[config.mk]
export PLATFORM = sky130hd
export DESIGN_NAME = rirq_regs
export DESIGN_NICKNAME = d
export VERILOG_FILES = /design/src/rirq_pkg.sv /design/src/rirq_regs.sv /design/src/rirq_axil_slave.sv /design/src/rirq_event_gen.sv
export SDC_FILE = /design/constraint.sdc
export NUM_CORES = 1
export LEC_CHECK = 0
export ABC_AREA = 1
export BUFFER_PORTS_ARGS = -buffer_cell sky130_fd_sc_hd__buf_2
export CELL_PAD_IN_SITES_DETAIL_PLACEMENT = 1
export CELL_PAD_IN_SITES_GLOBAL_PLACEMENT = 2
export CORE_UTILIZATION = 30
export CTS_CLUSTER_SIZE = 40
export DETAILED_ROUTE_END_ITERATION = 8
export PLACE_DENSITY_LB_ADDON = 0.1
export RECOVER_POWER = 100
export SLEW_MARGIN = 20
export SYNTH_ARGS = -nofsm -noshare
export SYNTH_HDL_FRONTEND = slang
export SYNTH_SLANG_ARGS = --single-unit
[constraint.sdc]
create_clock -name aclk -period 1.59 [get_ports aclk]
set_input_delay 0.159 -clock aclk [delete_from_list [all_inputs] [get_ports aclk]]
set_output_delay 0.159 -clock aclk [all_outputs]
set_load 0.01 [all_outputs]
[src/rirq_pkg.sv]
// constants for the radio interrupt enable and receive status register slice
// assumes a 32-bit register bus with word-aligned byte addresses
// Contract
// - writing one to a disable bit turns that event's interrupt off; reset zero
// - reading the disable register returns one for each enabled event
// - eleven event bits: ready through checksum error, each individually controlled
// - signal strength end event fires when a new sample is stored
// - bit counter match event fires when bit count equals programmed compare
// - checksum status reads one for passed last packet, zero for failed
// - received address register shows logical address of last received packet
// - received checksum register holds CRC field of last received packet
// - match index register shows which device address entry matched
// - packet pointer holds buffer address; transmit fetches from it
// - reception stores the packet starting at the packet pointer
// - pointer is byte granular; any alignment is accepted unchanged
package rirq_pkg;
	localparam int          ADDR_W        = 12;
	localparam int          NUM_EVENTS    = 11;
	localparam logic [11:0] OFS_IRQ_EN    = 12'h304;
	localparam logic [11:0] OFS_IRQ_DIS   = 12'h308;
	localparam logic [11:0] OFS_CRC_STAT  = 12'h400;
	localparam logic [11:0] OFS_RX_LADDR  = 12'h408;
	localparam logic [11:0] OFS_RX_CRC    = 12'h40C;
	localparam logic [11:0] OFS_DEV_IDX   = 12'h410;
	localparam logic [11:0] OFS_PKT_PTR   = 12'h504;
	localparam logic [11:0] OFS_SIG_SAMP  = 12'h548;
	localparam logic [11:0] OFS_BIT_CMP   = 12'h560;
	localparam logic [31:0] RST_WORD      = 32'h0000_0000;
	localparam logic [1:0]  RESP_OKAY     = 2'h0;
	localparam logic [1:0]  RESP_SLVERR   = 2'h2;
	// event bit positions in the enable vector
	localparam int EV_READY     = 0;
	localparam int EV_ADDRESS   = 1;
	localparam int EV_PAYLOAD   = 2;
	localparam int EV_END       = 3;
	localparam int EV_DISABLED  = 4;
	localparam int EV_DEVICE_MATCH_EVENT  = 5;
	localparam int EV_DEVICE_MISS_EVENT   = 6;
	localparam int EV_SIG_END   = 7;
	localparam int EV_BC_MATCH  = 8;
	localparam int EV_CRC_OK    = 9;
	localparam int EV_CRC_ERR   = 10;
	localparam logic CRC_PASS   = 1'h1;
endpackage : rirq_pkg

[src/rirq_regs.sv]
// radio interrupt enable, receive status and packet pointer registers
// assumes radio datapath strobes are synchronous one-cycle pulses on aclk
//
// The AXI4-Lite slave port is this design's own decision.
`timescale 1ns/1ps
`default_nettype none
module rirq_regs #(
	parameter int LADDR_W = 3,
	parameter int CRC_W   = 24,
	parameter int IDX_W   = 3,
	parameter int SAMP_W  = 7
) (
	input  wire logic                        aclk,
	input  wire logic                        aresetn,
	input  wire logic [rirq_pkg::ADDR_W-1:0] s_axi_awaddr,
	input  wire logic [2:0]                  s_axi_awprot,
	input  wire logic                        s_axi_awvalid,
	output var  logic                        s_axi_awready,
	input  wire logic [31:0]                 s_axi_wdata,
	input  wire logic [3:0]                  s_axi_wstrb,
	input  wire logic                        s_axi_wvalid,
	output var  logic                        s_axi_wready,
	output var  logic [1:0]                  s_axi_bresp,
	output var  logic                        s_axi_bvalid,
	input  wire logic                        s_axi_bready,
	input  wire logic [rirq_pkg::ADDR_W-1:0] s_axi_araddr,
	input  wire logic [2:0]                  s_axi_arprot,
	input  wire logic                        s_axi_arvalid,
	output var  logic                        s_axi_arready,
	output var  logic [31:0]                 s_axi_rdata,
	output var  logic [1:0]                  s_axi_rresp,
	output var  logic                        s_axi_rvalid,
	input  wire logic                        s_axi_rready,
	input  wire logic                        radio_ready,
	input  wire logic                        radio_address,
	input  wire logic                        radio_payload,
	input  wire logic                        radio_end,
	input  wire logic                        radio_disabled,
	input  wire logic                        device_match_in,
	input  wire logic                        device_miss_in,
	input  wire logic                        sig_sample_done,
	input  wire logic [SAMP_W-1:0]           sig_sample_in,
	input  wire logic                        bit_count_valid,
	input  wire logic [31:0]                 bit_count,
	input  wire logic                        pkt_done,
	input  wire logic                        pkt_crc_pass,
	input  wire logic [LADDR_W-1:0]          pkt_logical_addr,
	input  wire logic [CRC_W-1:0]            pkt_crc_field,
	input  wire logic [IDX_W-1:0]            pkt_match_idx,
	input  wire logic                        xfer_start,
	input  wire logic                        xfer_is_rx,
	output logic [rirq_pkg::NUM_EVENTS-1:0]  event_irq_r,
	output logic [31:0]                      dma_addr_r,
	output logic                             dma_req_r,
	output logic                             dma_write_r
);
	localparam int NE = rirq_pkg::NUM_EVENTS;

	logic                        wr_en, rd_en, wr_err, rd_err;
	logic [rirq_pkg::ADDR_W-1:0] wr_addr;
	logic [31:0]                 wr_data, rd_data, wmask;
	logic [3:0]                  wr_strb;
	logic [NE-1:0]               irq_en_r, irq_en_nxt, set_mask, clr_mask, events, event_irq_nxt;
	logic                        crc_stat_r, crc_stat_nxt;
	logic [LADDR_W-1:0]          rx_laddr_r, rx_laddr_nxt;
	logic [CRC_W-1:0]            rx_crc_r, rx_crc_nxt;
	logic [IDX_W-1:0]            dev_idx_r, dev_idx_nxt;
	logic [31:0]                 pkt_ptr_r, pkt_ptr_nxt, bit_cmp_r, bit_cmp_nxt;
	logic [31:0]                 dma_addr_nxt;
	logic                        dma_req_nxt, dma_write_nxt;
	logic [SAMP_W-1:0]           sig_sample;
	logic                        sig_end_ev, bc_match_ev;

	rirq_axil_slave u_bus (
		.aclk          (aclk),
		.aresetn       (aresetn),
		.s_axi_awaddr  (s_axi_awaddr),
		.s_axi_awvalid (s_axi_awvalid),
		.s_axi_awready (s_axi_awready),
		.s_axi_wdata   (s_axi_wdata),
		.s_axi_wstrb   (s_axi_wstrb),
		.s_axi_wvalid  (s_axi_wvalid),
		.s_axi_wready  (s_axi_wready),
		.s_axi_bresp   (s_axi_bresp),
		.s_axi_bvalid  (s_axi_bvalid),
		.s_axi_bready  (s_axi_bready),
		.s_axi_araddr  (s_axi_araddr),
		.s_axi_arvalid (s_axi_arvalid),
		.s_axi_arready (s_axi_arready),
		.s_axi_rdata   (s_axi_rdata),
		.s_axi_rresp   (s_axi_rresp),
		.s_axi_rvalid  (s_axi_rvalid),
		.s_axi_rready  (s_axi_rready),
		.wr_en         (wr_en),
		.wr_addr       (wr_addr),
		.wr_data       (wr_data),
		.wr_strb       (wr_strb),
		.wr_err        (wr_err),
		.rd_en         (rd_en),
		.rd_data       (rd_data),
		.rd_err        (rd_err)
	);

	rirq_event_gen #(
		.SAMP_W (SAMP_W)
	) u_evgen (
		.aclk                      (aclk),
		.aresetn                   (aresetn),
		.sig_sample_done           (sig_sample_done),
		.sig_sample_in             (sig_sample_in),
		.bit_count_valid           (bit_count_valid),
		.bit_count                 (bit_count),
		.bit_counter_compare       (bit_cmp_r),
		.signal_strength_sample    (sig_sample),
		.signal_strength_end_event (sig_end_ev),
		.bit_counter_match_event   (bc_match_ev)
	);

	// byte lanes expanded to a bit mask
	genvar gb;
	generate
		for (gb = 0; gb < 4; gb++) begin : g_lane
			assign wmask[gb*8 +: 8] = {8{wr_strb[gb]}};
		end
	endgenerate

	// one event per bit; order fixes the enable bit positions
	always_comb begin
		events                         = '0;
		events[rirq_pkg::EV_READY]     = radio_ready;
		events[rirq_pkg::EV_ADDRESS]   = radio_address;
		events[rirq_pkg::EV_PAYLOAD]   = radio_payload;
		events[rirq_pkg::EV_END]       = radio_end;
		events[rirq_pkg::EV_DISABLED]  = radio_disabled;
		events[rirq_pkg::EV_DEVICE_MATCH_EVENT]  = device_match_in;
		events[rirq_pkg::EV_DEVICE_MISS_EVENT]   = device_miss_in;
		events[rirq_pkg::EV_SIG_END]   = sig_end_ev;
		events[rirq_pkg::EV_BC_MATCH]  = bc_match_ev;
		events[rirq_pkg::EV_CRC_OK]    = pkt_done && pkt_crc_pass;
		events[rirq_pkg::EV_CRC_ERR]   = pkt_done && !pkt_crc_pass;
	end

	// write side and status capture
	always_comb begin
		set_mask     = '0;
		clr_mask     = '0;
		pkt_ptr_nxt  = pkt_ptr_r;
		bit_cmp_nxt  = bit_cmp_r;
		wr_err       = 1'b0;
		if (wr_en) begin
			unique case (wr_addr)
				rirq_pkg::OFS_IRQ_EN:   set_mask = NE'(wr_data & wmask);
				rirq_pkg::OFS_IRQ_DIS:  clr_mask = NE'(wr_data & wmask);
				rirq_pkg::OFS_PKT_PTR:  pkt_ptr_nxt = (pkt_ptr_r & ~wmask) | (wr_data & wmask);
				rirq_pkg::OFS_BIT_CMP:  bit_cmp_nxt = (bit_cmp_r & ~wmask) | (wr_data & wmask);
				rirq_pkg::OFS_CRC_STAT,
				rirq_pkg::OFS_RX_LADDR,
				rirq_pkg::OFS_RX_CRC,
				rirq_pkg::OFS_DEV_IDX,
				rirq_pkg::OFS_SIG_SAMP: wr_err = 1'b0;
				default:                wr_err = 1'b1;
			endcase
		end
		// zero bits leave the shared enable untouched
		irq_en_nxt    = (irq_en_r | set_mask) & ~clr_mask;
		event_irq_nxt = events & irq_en_r;
		crc_stat_nxt  = pkt_done ? pkt_crc_pass : crc_stat_r;
		rx_laddr_nxt  = pkt_done ? pkt_logical_addr : rx_laddr_r;
		rx_crc_nxt    = pkt_done ? pkt_crc_field : rx_crc_r;
		dev_idx_nxt   = pkt_done ? pkt_match_idx : dev_idx_r;
		// pointer sampled at start, so software may reprogram mid-packet
		dma_addr_nxt  = xfer_start ? pkt_ptr_r : dma_addr_r;
		dma_req_nxt   = xfer_start;
		dma_write_nxt = xfer_start ? xfer_is_rx : dma_write_r;
	end

	// read mux; unused upper bits read zero
	always_comb begin
		rd_data = rirq_pkg::RST_WORD;
		rd_err  = 1'b0;
		unique case (s_axi_araddr)
			rirq_pkg::OFS_IRQ_EN,
			rirq_pkg::OFS_IRQ_DIS:  rd_data = 32'(irq_en_r);
			rirq_pkg::OFS_CRC_STAT: rd_data = 32'(crc_stat_r);
			rirq_pkg::OFS_RX_LADDR: rd_data = 32'(rx_laddr_r);
			rirq_pkg::OFS_RX_CRC:   rd_data = 32'(rx_crc_r);
			rirq_pkg::OFS_DEV_IDX:  rd_data = 32'(dev_idx_r);
			rirq_pkg::OFS_PKT_PTR:  rd_data = pkt_ptr_r;
			rirq_pkg::OFS_SIG_SAMP: rd_data = 32'(sig_sample);
			rirq_pkg::OFS_BIT_CMP:  rd_data = bit_cmp_r;
			default:                rd_err  = 1'b1;
		endcase
	end

	always_ff @(posedge aclk) begin
		if (!aresetn) begin
			irq_en_r    <= '0;
			event_irq_r <= '0;
			crc_stat_r  <= 1'b0;
			rx_laddr_r  <= '0;
			rx_crc_r    <= '0;
			dev_idx_r   <= '0;
			pkt_ptr_r   <= rirq_pkg::RST_WORD;
			bit_cmp_r   <= rirq_pkg::RST_WORD;
			dma_addr_r  <= rirq_pkg::RST_WORD;
			dma_req_r   <= 1'b0;
			dma_write_r <= 1'b0;
		end else begin
			irq_en_r    <= irq_en_nxt;
			event_irq_r <= event_irq_nxt;
			crc_stat_r  <= crc_stat_nxt;
			rx_laddr_r  <= rx_laddr_nxt;
			rx_crc_r    <= rx_crc_nxt;
			dev_idx_r   <= dev_idx_nxt;
			pkt_ptr_r   <= pkt_ptr_nxt;
			bit_cmp_r   <= bit_cmp_nxt;
			dma_addr_r  <= dma_addr_nxt;
			dma_req_r   <= dma_req_nxt;
			dma_write_r <= dma_write_nxt;
		end
	end
endmodule : rirq_regs
`default_nettype wire

[src/rirq_axil_slave.sv]
// axi4-lite slave front end: one write and one read outstanding
// assumes the register core decodes addresses and answers reads combinationally
`timescale 1ns/1ps
`default_nettype none
module rirq_axil_slave (
	input  wire logic                     aclk,
	input  wire logic                     aresetn,
	input  wire logic [rirq_pkg::ADDR_W-1:0] s_axi_awaddr,
	input  wire logic                     s_axi_awvalid,
	output var  logic                     s_axi_awready,
	input  wire logic [31:0]              s_axi_wdata,
	input  wire logic [3:0]               s_axi_wstrb,
	input  wire logic                     s_axi_wvalid,
	output var  logic                     s_axi_wready,
	output var  logic [1:0]               s_axi_bresp,
	output var  logic                     s_axi_bvalid,
	input  wire logic                     s_axi_bready,
	input  wire logic [rirq_pkg::ADDR_W-1:0] s_axi_araddr,
	input  wire logic                     s_axi_arvalid,
	output var  logic                     s_axi_arready,
	output var  logic [31:0]              s_axi_rdata,
	output var  logic [1:0]               s_axi_rresp,
	output var  logic                     s_axi_rvalid,
	input  wire logic                     s_axi_rready,
	output logic                          wr_en,
	output logic [rirq_pkg::ADDR_W-1:0]   wr_addr,
	output logic [31:0]                   wr_data,
	output logic [3:0]                    wr_strb,
	input  wire logic                     wr_err,
	output logic                          rd_en,
	input  wire logic [31:0]              rd_data,
	input  wire logic                     rd_err
);
	logic                        aw_have_r, aw_have_nxt, w_have_r, w_have_nxt;
	logic [rirq_pkg::ADDR_W-1:0] awaddr_r, awaddr_nxt;
	logic [31:0]                 wdata_r, wdata_nxt, rdata_nxt;
	logic [3:0]                  wstrb_r, wstrb_nxt;
	logic                        bvalid_nxt, rvalid_nxt, awready_nxt, wready_nxt, arready_nxt;
	logic [1:0]                  bresp_nxt, rresp_nxt;

	assign wr_en   = aw_have_r && w_have_r && !s_axi_bvalid;
	assign wr_addr = awaddr_r;
	assign wr_data = wdata_r;
	assign wr_strb = wstrb_r;
	assign rd_en   = s_axi_arvalid && s_axi_arready;

	always_comb begin
		aw_have_nxt = aw_have_r;
		w_have_nxt  = w_have_r;
		awaddr_nxt  = awaddr_r;
		wdata_nxt   = wdata_r;
		wstrb_nxt   = wstrb_r;
		bvalid_nxt  = s_axi_bvalid;
		bresp_nxt   = s_axi_bresp;
		rvalid_nxt  = s_axi_rvalid;
		rresp_nxt   = s_axi_rresp;
		rdata_nxt   = s_axi_rdata;
		if (s_axi_awvalid && s_axi_awready) begin
			aw_have_nxt = 1'b1;
			awaddr_nxt  = s_axi_awaddr;
		end
		if (s_axi_wvalid && s_axi_wready) begin
			w_have_nxt = 1'b1;
			wdata_nxt  = s_axi_wdata;
			wstrb_nxt  = s_axi_wstrb;
		end
		if (wr_en) begin
			aw_have_nxt = 1'b0;
			w_have_nxt  = 1'b0;
			bvalid_nxt  = 1'b1;
			bresp_nxt   = wr_err ? rirq_pkg::RESP_SLVERR : rirq_pkg::RESP_OKAY;
		end else if (s_axi_bvalid && s_axi_bready) begin
			bvalid_nxt = 1'b0;
		end
		if (rd_en) begin
			rvalid_nxt = 1'b1;
			rdata_nxt  = rd_err ? rirq_pkg::RST_WORD : rd_data;
			rresp_nxt  = rd_err ? rirq_pkg::RESP_SLVERR : rirq_pkg::RESP_OKAY;
		end else if (s_axi_rvalid && s_axi_rready) begin
			rvalid_nxt = 1'b0;
		end
		// channels reopen only once the response is gone
		awready_nxt = !aw_have_nxt && !bvalid_nxt;
		wready_nxt  = !w_have_nxt && !bvalid_nxt;
		arready_nxt = !rvalid_nxt;
	end

	always_ff @(posedge aclk) begin
		if (!aresetn) begin
			aw_have_r     <= 1'b0;
			w_have_r      <= 1'b0;
			awaddr_r      <= '0;
			wdata_r       <= rirq_pkg::RST_WORD;
			wstrb_r       <= 4'h0;
			s_axi_bvalid  <= 1'b0;
			s_axi_bresp   <= rirq_pkg::RESP_OKAY;
			s_axi_rvalid  <= 1'b0;
			s_axi_rresp   <= rirq_pkg::RESP_OKAY;
			s_axi_rdata   <= rirq_pkg::RST_WORD;
			s_axi_awready <= 1'b0;
			s_axi_wready  <= 1'b0;
			s_axi_arready <= 1'b0;
		end else begin
			aw_have_r     <= aw_have_nxt;
			w_have_r      <= w_have_nxt;
			awaddr_r      <= awaddr_nxt;
			wdata_r       <= wdata_nxt;
			wstrb_r       <= wstrb_nxt;
			s_axi_bvalid  <= bvalid_nxt;
			s_axi_bresp   <= bresp_nxt;
			s_axi_rvalid  <= rvalid_nxt;
			s_axi_rresp   <= rresp_nxt;
			s_axi_rdata   <= rdata_nxt;
			s_axi_awready <= awready_nxt;
			s_axi_wready  <= wready_nxt;
			s_axi_arready <= arready_nxt;
		end
	end
endmodule : rirq_axil_slave
`default_nettype wire

[src/rirq_event_gen.sv]
// derives the signal strength end and bit counter match events
// assumes the datapath strobes a sample done and a valid bit count
`timescale 1ns/1ps
`default_nettype none
module rirq_event_gen #(
	parameter int SAMP_W = 7
) (
	input  wire logic              aclk,
	input  wire logic              aresetn,
	input  wire logic              sig_sample_done,
	input  wire logic [SAMP_W-1:0] sig_sample_in,
	input  wire logic              bit_count_valid,
	input  wire logic [31:0]       bit_count,
	input  wire logic [31:0]       bit_counter_compare,
	output logic [SAMP_W-1:0]      signal_strength_sample,
	output logic                   signal_strength_end_event,
	output logic                   bit_counter_match_event
);
	logic [SAMP_W-1:0] samp_nxt;
	logic              sig_end_nxt, bc_match_nxt;

	always_comb begin
		samp_nxt     = sig_sample_done ? sig_sample_in : signal_strength_sample;
		// event with the sample, so software never reads a stale value
		sig_end_nxt  = sig_sample_done;
		bc_match_nxt = bit_count_valid && (bit_count == bit_counter_compare);
	end

	always_ff @(posedge aclk) begin
		if (!aresetn) begin
			signal_strength_sample    <= '0;
			signal_strength_end_event <= 1'b0;
			bit_counter_match_event   <= 1'b0;
		end else begin
			signal_strength_sample    <= samp_nxt;
			signal_strength_end_event <= sig_end_nxt;
			bit_counter_match_event   <= bc_match_nxt;
		end
	end
endmodule : rirq_event_gen
`default_nettype wire

=== Yosys cells after proc, flatten, opt, wreduce, memory -nomap -nowiden ===
Index checks and enable logic that the tools add are counted.

* Register bits after elaboration: 251
* Input port bits: 155
* Bits in read-only memories: 0
* Memories: 0
* Output and inout bits: 86
* Bits in latches: 0
* Memory bits (writable): 0
* Word-level logic and storage cells: 97

* Bitwise operators: 10
* Add/subtract/negate cells: 0
* Equal/unequal tests: 19
* Multipliers: 0
* Reductions and logical operators: 23
* $lt $le $gt $ge: 0
* Muxes and demuxes: 18
* Shifts and indexed selects: 0
* Divide/modulo/power cells: 0

{| class="wikitable"
|+ Operators by type and width
! operator !! number
|-
| $pmux W32 S8 || 1
|-
| $eq A12 B11 Y1 const B || 14
|-
| $and A32 B32 Y32 || 3
|-
| $or A32 B32 Y32 || 2
|-
| $eq A12 B10 Y1 const B || 4
|-
| $mux W11 || 4
|-
| $eq A32 B32 Y1 || 1
|-
| $mux W32 || 1
|-
| $not A32 Y32 || 1
|-
| $and A11 B11 Y11 || 2
|-
| $reduce_or A9 Y1 || 2
|-
| $logic_and A1 B1 Y1 || 12
|-
| $not A11 Y11 || 1
|-
| $or A11 B11 Y11 || 1
|-
| $mux W1 || 10
|-
| $logic_not A1 Y1 || 6
|-
| $mux W2 || 2
|-
| $reduce_and A2 Y1 || 2
|-
| $reduce_or A2 Y1 || 1
|}

=== Depth between registers and ports, before layout ===
Gate-level depths: netlist (run 1).

* Depth after elaboration: 5
* Depth in mapped cells: 12
* Mapped depth without buffers: 12

=== Hierarchy ===
From an unflattened synthesis (run 1), not the netlist that was laid out.

* Cell total of the unflattened synthesis: 1600
* Area, all modules: 11030.6 sq um

{| class="wikitable"
|+ Modules (own cells, without submodules)
! module !! cells each !! times used !! seq. area each (sq um) !! area an instance (sq um)
|-
| rirq_regs || 1002 || 1 || 3022.9 || 6827.8
|-
| rirq_axil_slave || 424 || 1 || 1781.7 || 3329.4
|-
| rirq_event_gen || 174 || 1 || 180.2 || 873.3
|}

=== Least setup slack after synthesis (run 1) ===
OpenSTA, ideal clock, no wires.

* Kind: register to register
* From: register u_bus.s_axi_bvalid
* To: register with a tool-made name
* Clock period less this slack: 1.423 ns
* Buffers on the path: 0
* Data arrival time: 1.292 ns
* Setup time: 0.131 ns
* Setup slack: 0.167 ns
* Data required time: 1.459 ns
* Stages on the path, launching flop included: 7
* Path through: dfxtp_1 > inv_1 > nand3_1 > inv_1 > nand4_1 > nor2_1 > a21oi_1

{| class="wikitable"
|+ RTL lines
! element !! RTL line !! source
|-
| start: declaration || rirq_axil_slave.sv:16 || <nowiki>output var logic s_axi_bvalid,</nowiki>
|-
| start signal: assignment || rirq_axil_slave.sv:109 || <nowiki>s_axi_bvalid <= bvalid_nxt;</nowiki>
|}

==> metrics.yaml, run 1 <==
run_status:
  status: "finished with violations"
  violations: "setup timing"
pwr:
  vdd_drop_max_mv: 0.896
  finalPower_mw: 14.9
  power_density_mw_per_mm2: 1020
  p_leak_nw: 6.35
finish:
  final_util_pct: 43.4
  area_growth_pct: 41.7
  layout_common_cells: "nand2_1 (270), dfxtp_1 (244), buf_2 (231)"
  layout_commonest_cell: "nand2_1"
  fill_cells: 4194
  drive_gt1_share_pct: 24.5
  final_cells: 2230
  finalNetCount: 1915
  final_area_sq_mm: 0.0146
synthesis:
  syn_area_sq_mm: 0.0103
  synth.distinct_cells: 41
  yosys.area.top_type: "dfxtp_1"
  avgSynthCellArea_sq_um: 7.38
  synth_area_leaders: "dfxtp_1 (48%), nand2_1 (9.9%), o21ai_0 (8.4%)"
  yosysWarnings: 0
  netlist_instances: 1394
  ys_ff_latch: 249
  synth_top_area_share_pct: 48.4
  ys_seq_area_share_pct: 48.4
global_routing:
  grt_pass1_vias: 10659
  grt_overflow_total: 0
  track_usage_pct: 22.0
  grt_util_met2_pct: 36.2
  grt_first_pass_wirelength_um: 60500
  grt_start_max_net_pins: 82
  use_met1_pct: 30.4
  use_met3_pct: 2.80
  grt_antenna_before_repair: 3
  top_usage_layer: "met2"
drt:
  vias: 10424
  vias_per_cell: 4.67
  wl_um: 38900
  drcViolationCount: 0
  wire_per_inst_um: 17.4
  drtIter0Drc: 481
  drtPass1Iterations: 4
  ant_nets: 0
timing:
  drv_slew: 0
  finalSetupViolCount: 1
  post-route-period-util_pct: 100
  skew_ns: 0.00907
  rsz0062_at_grt: "yes"
  holdWs_ns: 0.0167
  setup_ws_ns: -0.00231
  finalHoldViolCount: 0
  fin_setup_tns_ns: -0.00231
  fmax_mhz: 628
  fin_crit_ns: 1.59
worst_setup_path:
  critPathCaptureType: "register"
  cp-start-kind: "register"
  arrival_ns: 2.06
  worst-path-max-fanout: 8
  worstSetupPathType: "register to register"
  rrSetupSlack_ns: -0.002
  crit_required_ns: 2.06
placement:
  placed_area_sq_mm: 0.0123
  dpl.cell_count: 2061
  pre_cts_ws_ns: -0.0867
  hpwl_um: 28000
  place.gp.congestion: 0.827
  portBuffers: 232
clock_network:
  h-tree-depth: 1
  path_clk_slew_ns: 0.06
  cts.sinks: 249
  clk_latency_ns: 0.55
  cts_tree: "done"
  cts_buffers: 29
  clockBufferDepth: 3
  cts_root_buf: "clkbuf_16"
run:
  maxCapViolations: 0
die:
  die_area_sq_mm: 0.0350
  initial_core_util_pct: 30.6
  coreArea_sq_mm: 0.0336
  die_y_um: 187
  die_width_um: 187
  io_pins: 241
  fp-row-count: 67
hold_path:
  hp-class: "primary input to register"
-- layer usage --
layer / vias up / wire length [um]
met4: 0 / 709
li1: 5264 / -
met1: 4899 / 19000
met2: 212 / 17700
met3: 49 / 1430
met5: - / 0
-- cells in the mapped netlist (all sizes together) --
cell type / count
a21oi: 148
nand3: 46
o21ai: 183
inv: 104
xnor2: 10
o211a: 3
o221a: 8
a22o: 2
a211oi: 3
o211ai: 8
dfxtp: 249
nor2: 248
conb: 1
or2: 4
nand2: 278
buf: 18
a221oi: 2
o22ai: 3
clkinv: 4
o31ai: 1
clkbuf: 53
nor4: 5
xor2: 3
nand4: 5
nor3: 5
-- area by class of cell --
class / count / area [sq um] / area share (%)
antenna: 1 / 2.50 / 0.0172
clock buffer: 45 / 886 / 6.08
inverter: 108 / 410 / 2.81
clock inverter: 7 / 110 / 0.755
sequential: 249 / 4990 / 34.2
timing repair buffer: 405 / 2950 / 20.2
multi-input combinational: 967 / 4670 / 32.1
tap: 448 / 561 / 3.84
-- timing repair --
action	4_1_cts	5_1_grt
hold buffers	105	0
buffers inserted	10	2
gates resized for setup	33	11
pin swaps	21	4
hold endpoints to repair	103	0
setup endpoints to repair	61	64
-- power by group --
group / internal, mW / switching [mW]
sequential: 6.46 / 0.117
clock: 4.27 / 2.67
combinational: 0.607 / 0.757
-- critical path, cell delays in order (launching register included) --
cell and delay (ns):
dfxtp_2 0.34, nor2_2 0.14, nand2_2 0.09, nor2_4 0.13, nand2_2 0.08, nor2_4 0.15
inv_4 0.10, nor2_8 0.14, buf_12 0.14, o21ai_0 0.07, a21oi_1 0.14
-- final timing paths --
| kind | from | to | depth (start not counted) |
|---|---|---|---|
| worst min-delay path | aresetn | dma_addr_r[14]$_SDFFE_PN0P_ | 3 |
| worst min register to register | u_evgen.bit_counter_match_event$_SDFF_PN0_ | event_irq_r[8]$_SDFF_PN0_ | 2 |
| worst max-delay path | u_bus.wr_addr[4]$_SDFFE_PN0P_ | register | 10 |
| worst max register to register | u_bus.wr_addr[4]$_SDFFE_PN0P_ | register | 10 |
-- kinds of logic (layout without fill, tap and decap cells) --
family,after synthesis,in the layout,share of synthesized area [%]
XOR/XNOR,13,13,1.11
flip-flops,249,249,48.4
buffers and inverters,179,565,7.29
AO/OA/AOI/OAI,361,361,19.0
other,1,3,0.0364
AND/OR/NAND/NOR,591,591,24.1
(Power assumes the default switching activity.)
==> run 2, diff against run 1 <==
--- a/config.mk
+++ b/config.mk
@@ -6,7 +6,7 @@
 export NUM_CORES = 1
 export LEC_CHECK = 0
 export ABC_AREA = 1
-export BUFFER_PORTS_ARGS = -buffer_cell sky130_fd_sc_hd__buf_2
+export BUFFER_PORTS_ARGS = -buffer_cell sky130_fd_sc_hd__buf_4
 export CELL_PAD_IN_SITES_DETAIL_PLACEMENT = 1
 export CELL_PAD_IN_SITES_GLOBAL_PLACEMENT = 2
 export CORE_UTILIZATION = 30
==> run 2 against run 1 <==
The flow now finishes without violations. Flip-flop and latch count is the same. Clock skew rose by 0.0021 ns. Global-route usage hardly changed. Core utilization rose by 1.3 points. First-iteration DRC count decreased by 11%. Maximum frequency rose by 1.2%. Register-to-register slack gained 0.02 ns. Critical path depth rose by 1. Setup slack better by 0.019 ns. Hold slack gained 0.034 ns. Largest cell class unchanged.
==> metrics.yaml, run 2 (synthesis gave the netlist of run 1 again) <==
finish:
  drive_gt1_share_pct: 21.4  # -3.2 points
  layout_common_cells: "nand2_1 (265), dfxtp_1 (244), nor2_1 (224)"
  finalNetCount: 1941  # +1.4%
  area_growth_pct: 45.8
  final_util_pct: 44.6  # +1.3 points
  layout_commonest_cell: "nand2_1"
  final_cells: 2256  # +1.2%
worst_setup_path:
  slowest_stage: "dfxtp_2"
  arrival_ns: 2.06  # about the same
  r2r-start: "u_bus.wr_addr[8]$_SDFFE_PN0P_"
  crit_required_ns: 2.08  # +0.02 ns
  path_cells: "inv_2, nor2_4, nand3_4, inv_2, nand2_2, nor2_4, inv_6, nor2_4, buf_12, o21ai_1, a21oi_2"
  critPathCaptureType: "register"
  rrSetupSlack_ns: 0.02  # +0.02 ns
  ff2ff_path_depth: 11  # +1
  worstSetupPathType: "register to register"
  cpPeakStageDelay_ns: 0.34  # about the same
  cp-start-kind: "register"
  crit_top_cell: "nor2_4"
  worst-path-max-fanout: 10  # +2
drt:
  drcViolationCount: 0  # unchanged
  wire_per_inst_um: 17.5  # +0.29%
  drtPass1Iterations: 4  # unchanged
  ant_nets: 0  # unchanged
  vias: 10485  # +0.59%
  drtIter0Drc: 430  # -11%
  wl_um: 39500  # +1.5%
  vias_per_cell: 4.65  # -0.57%
timing:
  skew_ns: 0.0112  # +0.00211 ns
  finalHoldViolCount: 0  # unchanged
  fmax_mhz: 636  # +1.2%
  slew-limit-headroom_pct: 41.5
  setup_ws_ns: 0.0166  # +0.0189 ns
  fin_setup_tns_ns: 0  # +0.00231 ns
  fin_crit_ns: 1.57  # -0.0189 ns
  rsz0062_at_grt: "yes"
  drv_slew: 0  # unchanged
  worst_slew_pin_slew_ns: 0.878
  post-route-period-util_pct: 99.0  # -1.2 points
  finalSetupViolCount: 0  # -1
clock_network:
  clk_latency_ns: 0.55  # about the same
  path_clk_slew_ns: 0.06  # about the same
  cts_tree: "done"
  cts.sinks: 249  # unchanged
  clockBufferDepth: 3  # unchanged
  cts_root_buf: "clkbuf_16"
  cts_buffers: 29  # unchanged
  h-tree-depth: 1  # unchanged
die:
  die_area_sq_mm: 0.0350  # unchanged
  fp-row-count: 67  # unchanged
  coreArea_sq_mm: 0.0336  # unchanged
  die_y_um: 187  # unchanged
  die_width_um: 187  # unchanged
  initial_core_util_pct: 30.6  # unchanged
  io_pins: 241  # unchanged
placement:
  pre_cts_ws_ns: -0.169  # -0.0819 ns
  place.gp.congestion: 0.871  # +5.3%
  hpwl_um: 28700  # +2.3%
  dpl.cell_count: 2074  # +0.63%
  portBuffers: 232  # unchanged
pwr:
  finalPower_mw: 14.7  # -1.2%
  power_density_mw_per_mm2: 981  # -3.9%
  p_leak_nw: 6.20  # -2.5%
  vdd_drop_max_mv: 0.981  # +9.5%
global_routing:
  grt_pass1_vias: 10640  # -0.18%
  track_usage_pct: 22.0  # about the same
  grt_start_max_net_pins: 61  # -26%
  grt_antenna_before_repair: 2  # -1
  grt_overflow_total: 0  # unchanged
  grt_first_pass_wirelength_um: 60500  # unchanged
hold_path:
  min-delay-start: "xfer_start"
  hp-class: "primary input to register"
  whs_endpoint: "dma_addr_r[9]$_SDFFE_PN0P_"
  min_path_cells: 4  # +1
run:
  maxCapViolations: 0  # unchanged
run_status:
  status: "finished clean"
-- run 2: changes by cell type in the layout (fill, tap and decap cells not counted), sizes merged --
cell         delta
bufinv          -2
nor2            +2
clkbuf         +95
dlygate4sd3     +3
clkinv          -3
diode           +1
buf            -71
inv             +1
-- run 2: power breakdown --
part	switching, mW	total (mW)	internal [mW]
clock	2.61	6.62	4.00
sequential	0.121	6.58	6.46
combinational	0.790	1.52	0.727
total	3.52	14.7	11.2
-- run 2: repair_timing --
action,in CTS,in global routing
buffers inserted,15,4
hold endpoints to repair,110,0
gates cloned,2,0
hold buffers,108,0
endpoints found under the setup margin,65,81
gates resized for setup,24,73
pin swaps,6,14
-- run 2: stage by stage --
step,area (sq um),hold slack (ns)
floorplan,10300,0.236
global placement,12900,0.340
detailed placement,12900,0.342
CTS,15100,0.0174
global route,15000,0.0525
finish,15000,0.0511
-- run 2: layout make-up --
| class | instances | area, sq um |
|---|---|---|
| fill | 4193 | 18600 |
| sequential | 249 | 4990 |
| multi-input combinational | 969 | 4750 |
| timing repair buffer | 429 | 3320 |
| clock buffer | 48 | 907 |
| tap | 448 | 561 |
| inverter | 108 | 415 |
| clock inverter | 3 | 43.8 |
| antenna | 2 | 5.00 |
-- run 2: critical path: cells and delay by family (launching register included) --
family,cells,cell delay (ns)
and+or+nand+nor,5,0.59
buffers and inverters,4,0.39
DFF,1,0.34
AOI/OAI and AO/OA,2,0.19
-- run 2: layer usage --
layer / GRT usage (%) / share of wire (%) / wire length (um)
met1: 30.5 / 48 / 19000
met2: 35.9 / 46 / 18000
met3: 2.74 / 4.3 / 1700
met4: 5.67 / 2.0 / 805
met5: 0 / 0 / 0
-- run 2: worst max-delay path by stage --
stage	endpoint	cells after the start	start	slack (ns)
5_1_grt	register	10	u_bus.wr_addr[8]$_SDFFE_PN0P_	-0.10
4_1_cts	register	10	u_bus.wr_addr[4]$_SDFFE_PN0P_	-0.02
3_3_place_gp	register	7	u_bus.wr_addr[5]$_SDFFE_PN0P_	-0.07
6_report	register	11	u_bus.wr_addr[8]$_SDFFE_PN0P_	0.02
3_5_place_dp	register	10	u_bus.wr_addr[8]$_SDFFE_PN0P_	-0.17
2_1_floorplan	register	6	u_bus.s_axi_bvalid$_SDFF_PN0_	0.17
==> run 3, diff against run 2 <==
--- a/config.mk
+++ b/config.mk
@@ -14,6 +14,7 @@
 export DETAILED_ROUTE_END_ITERATION = 8
 export PLACE_DENSITY_LB_ADDON = 0.1
 export RECOVER_POWER = 100
+export SETUP_SLACK_MARGIN = 0.5
 export SLEW_MARGIN = 20
 export SYNTH_ARGS = -nofsm -noshare
 export SYNTH_HDL_FRONTEND = slang
==> run 3 against run 2 <==
The run now ends with hold timing, setup timing left. Die area is the same. Hold slack lost 0.058 ns. Sequential share of layout area shrank 2.6 points. Combinational power grew 23%. Design area grew 11%. Setup slack lost 0.022 ns. Clock skew grew 0.0029 ns. Critical path type unchanged. Largest power group unchanged. Highest routed layer is now met5.
==> metrics.yaml, run 3 (synthesis gave the netlist of run 1 again) <==
run_status:
  status: "finished with violations"
  violations: "hold timing, setup timing"
timing:
  post-route-period-util_pct: 100  # +1.4 points
  fmax_mhz: 627  # -1.4%
  worst_slew_pin_slew_ns: 0.511  # -0.367 ns
  fin_crit_ns: 1.60  # +0.0221 ns
  skew_ns: 0.0141  # +0.00294 ns
  setup_ws_ns: -0.00549  # -0.0221 ns
  finalSetupViolCount: 1  # +1
  holdWs_ns: -0.00669  # -0.0578 ns
  drv_slew: 0  # unchanged
  slew-limit-headroom_pct: 65.9  # +24 points
  finalHoldViolCount: 2  # +2
  rsz0062_at_grt: "yes"
global_routing:
  grt_antenna_before_repair: 2  # unchanged
  use_met1_pct: 31.1  # +0.57 points
  grt_start_max_net_pins: 61  # unchanged
  grt_overflow_total: 0  # unchanged
  grt_first_pass_wirelength_um: 62000  # +2.3%
  use_met3_pct: 2.87  # +0.13 points
  track_usage_pct: 22.5  # +0.53 points
  grt_util_met2_pct: 37.6  # +1.7 points
  top_usage_layer: "met2"
  grt_pass1_vias: 10890  # +2.3%
clock_network:
  clockBufferDepth: 3  # unchanged
  path_clk_slew_ns: 0.06  # about the same
  h-tree-depth: 1  # unchanged
  cts_root_buf: "clkbuf_16"
  cts.sinks: 249  # unchanged
  hold_buffers: 101  # -6.5%
  cts_tree: "done"
  clk_latency_ns: 0.55  # about the same
  cts_buffers: 29  # unchanged
drt:
  drcViolationCount: 0  # unchanged
  vias: 10757  # +2.6%
  drtPass1Iterations: 5  # +1
  vias_per_cell: 4.74  # +2.0%
  ant_nets: 0  # unchanged
  wire_per_inst_um: 18.7  # +7.1%
  drtIter0Drc: 537  # +25%
  wl_um: 42500  # +7.8%
worst_setup_path:
  cp-start-kind: "register"
  crit_start: "u_bus.wr_addr[7]$_SDFFE_PN0P_"
  rrSetupSlack_ns: -0.005  # -0.02 ns
  arrival_ns: 2.08  # +0.02 ns
  critPathCaptureType: "register"
  worst-path-max-fanout: 5  # -5
  r2r-start: "u_bus.wr_addr[7]$_SDFFE_PN0P_"
  ff2ff_path_depth: 10  # -1
  crit_required_ns: 2.07  # about the same
  worstSetupPathType: "register to register"
finish:
  finalNetCount: 1952  # +0.57%
  drive_gt1_share_pct: 38.2  # +17 points
  final_cells: 2269  # +0.58%
  final_area_sq_mm: 0.0167  # +11%
  layout_commonest_cell: "nand2_1"
  final_util_pct: 49.7  # +5.1 points
  area_growth_pct: 62.3
  layout_common_cells: "nand2_1 (250), nor2_1 (210), buf_4 (205)"
placement:
  dpl.cell_count: 2048  # -1.3%
  place.gp.congestion: 0.863  # -0.94%
  hpwl_um: 28200  # -1.6%
  portBuffers: 232  # unchanged
  pre_cts_ws_ns: -0.0666  # +0.102 ns
  placed_area_sq_mm: 0.0128  # -0.77%
die:
  die_width_um: 187  # unchanged
  fp-row-count: 67  # unchanged
  io_pins: 241  # unchanged
  coreArea_sq_mm: 0.0336  # unchanged
  die_area_sq_mm: 0.0350  # unchanged
  die_y_um: 187  # unchanged
  initial_core_util_pct: 30.6  # unchanged
run:
  maxCapViolations: 0  # unchanged
pwr:
  finalPower_mw: 15.3  # +3.9%
  power_density_mw_per_mm2: 915  # -6.7%
  p_leak_nw: 7.01  # +13%
  vdd_drop_max_mv: 0.726  # -26%
hold_path:
  min_path_cells: 3  # -1
  hp-class: "primary input to register"
==> run 3: changes by cell type in the layout (fill, tap and decap cells not counted), sizes merged <==
cell and change:
buf +99, clkbuf -84, dlygate4sd3 -7, nand2 +2, clkinv +1, clkinvlp +1, inv +1
==> run 3: what timing repair did <==
item | 4_1_cts | 5_1_grt
cloned | 5 | 14
resized for setup | 334 | 128
setup endpoints to repair | 227 | 232
pin swaps | 27 | 20
setup buffers | 31 | 15
hold endpoints to repair | 109 | 4
==> run 3: stage by stage <==
step,setup TNS [ns],hold WS [ns]
finish,-0.00549,-0.00669
global route,-2.09,-0.0177
CTS,-0.00718,-0.0568
detailed placement,-0.998,0.365
global placement,-0.00673,0.356
floorplan,0,0.236
==> run 3: routing by layer <==
layer	vias to the layer above	routed length, um
li1	5352	-
met1	5141	20000
met2	224	20400
met3	38	1570
met4	2	606
met5	-	17
==> run 3: layout make-up <==
cell class,instances,area [sq um]
Fill cell,3954,16900
Multi-Input combinational cell,971,5260
Sequential cell,249,5130
Timing Repair Buffer,437,4290
Clock buffer,48,927
Tap cell,448,561
Inverter,108,463
Clock inverter,5,52.6
Timing Repair inverter,1,8.76
Antenna cell,2,5.00
==> run 3: worst min-delay path by stage <==
stage                      start                    endpoint  slack (ns)
finish                   aresetn                    register      -0.007
CTS                      aresetn                    register       -0.06
global route             aresetn                    register       -0.02
global placement    pkt_crc_pass  event_irq_r[10]$_SDFF_PN0_        0.36
detailed placement  pkt_crc_pass  event_irq_r[10]$_SDFF_PN0_        0.36
floorplan           pkt_crc_pass  event_irq_r[10]$_SDFF_PN0_        0.24
==> run 3: where the power goes <==
part	switching, mW	internal (mW)
clock network	2.71	4.10
logic	0.946	0.928
registers	0.140	6.47
==> run 3: worst max-delay path, stage by stage, from the launching register on <==
cell and delay (ns):
dfxtp_2 0.35, nor2_4 0.12, nand2_2 0.09, nor2_4 0.12, nand2_2 0.07, nor2_4 0.17, inv_6 0.11, nor2_4 0.20
buf_4 0.15, o21ai_2 0.05, a21oi_2 0.11
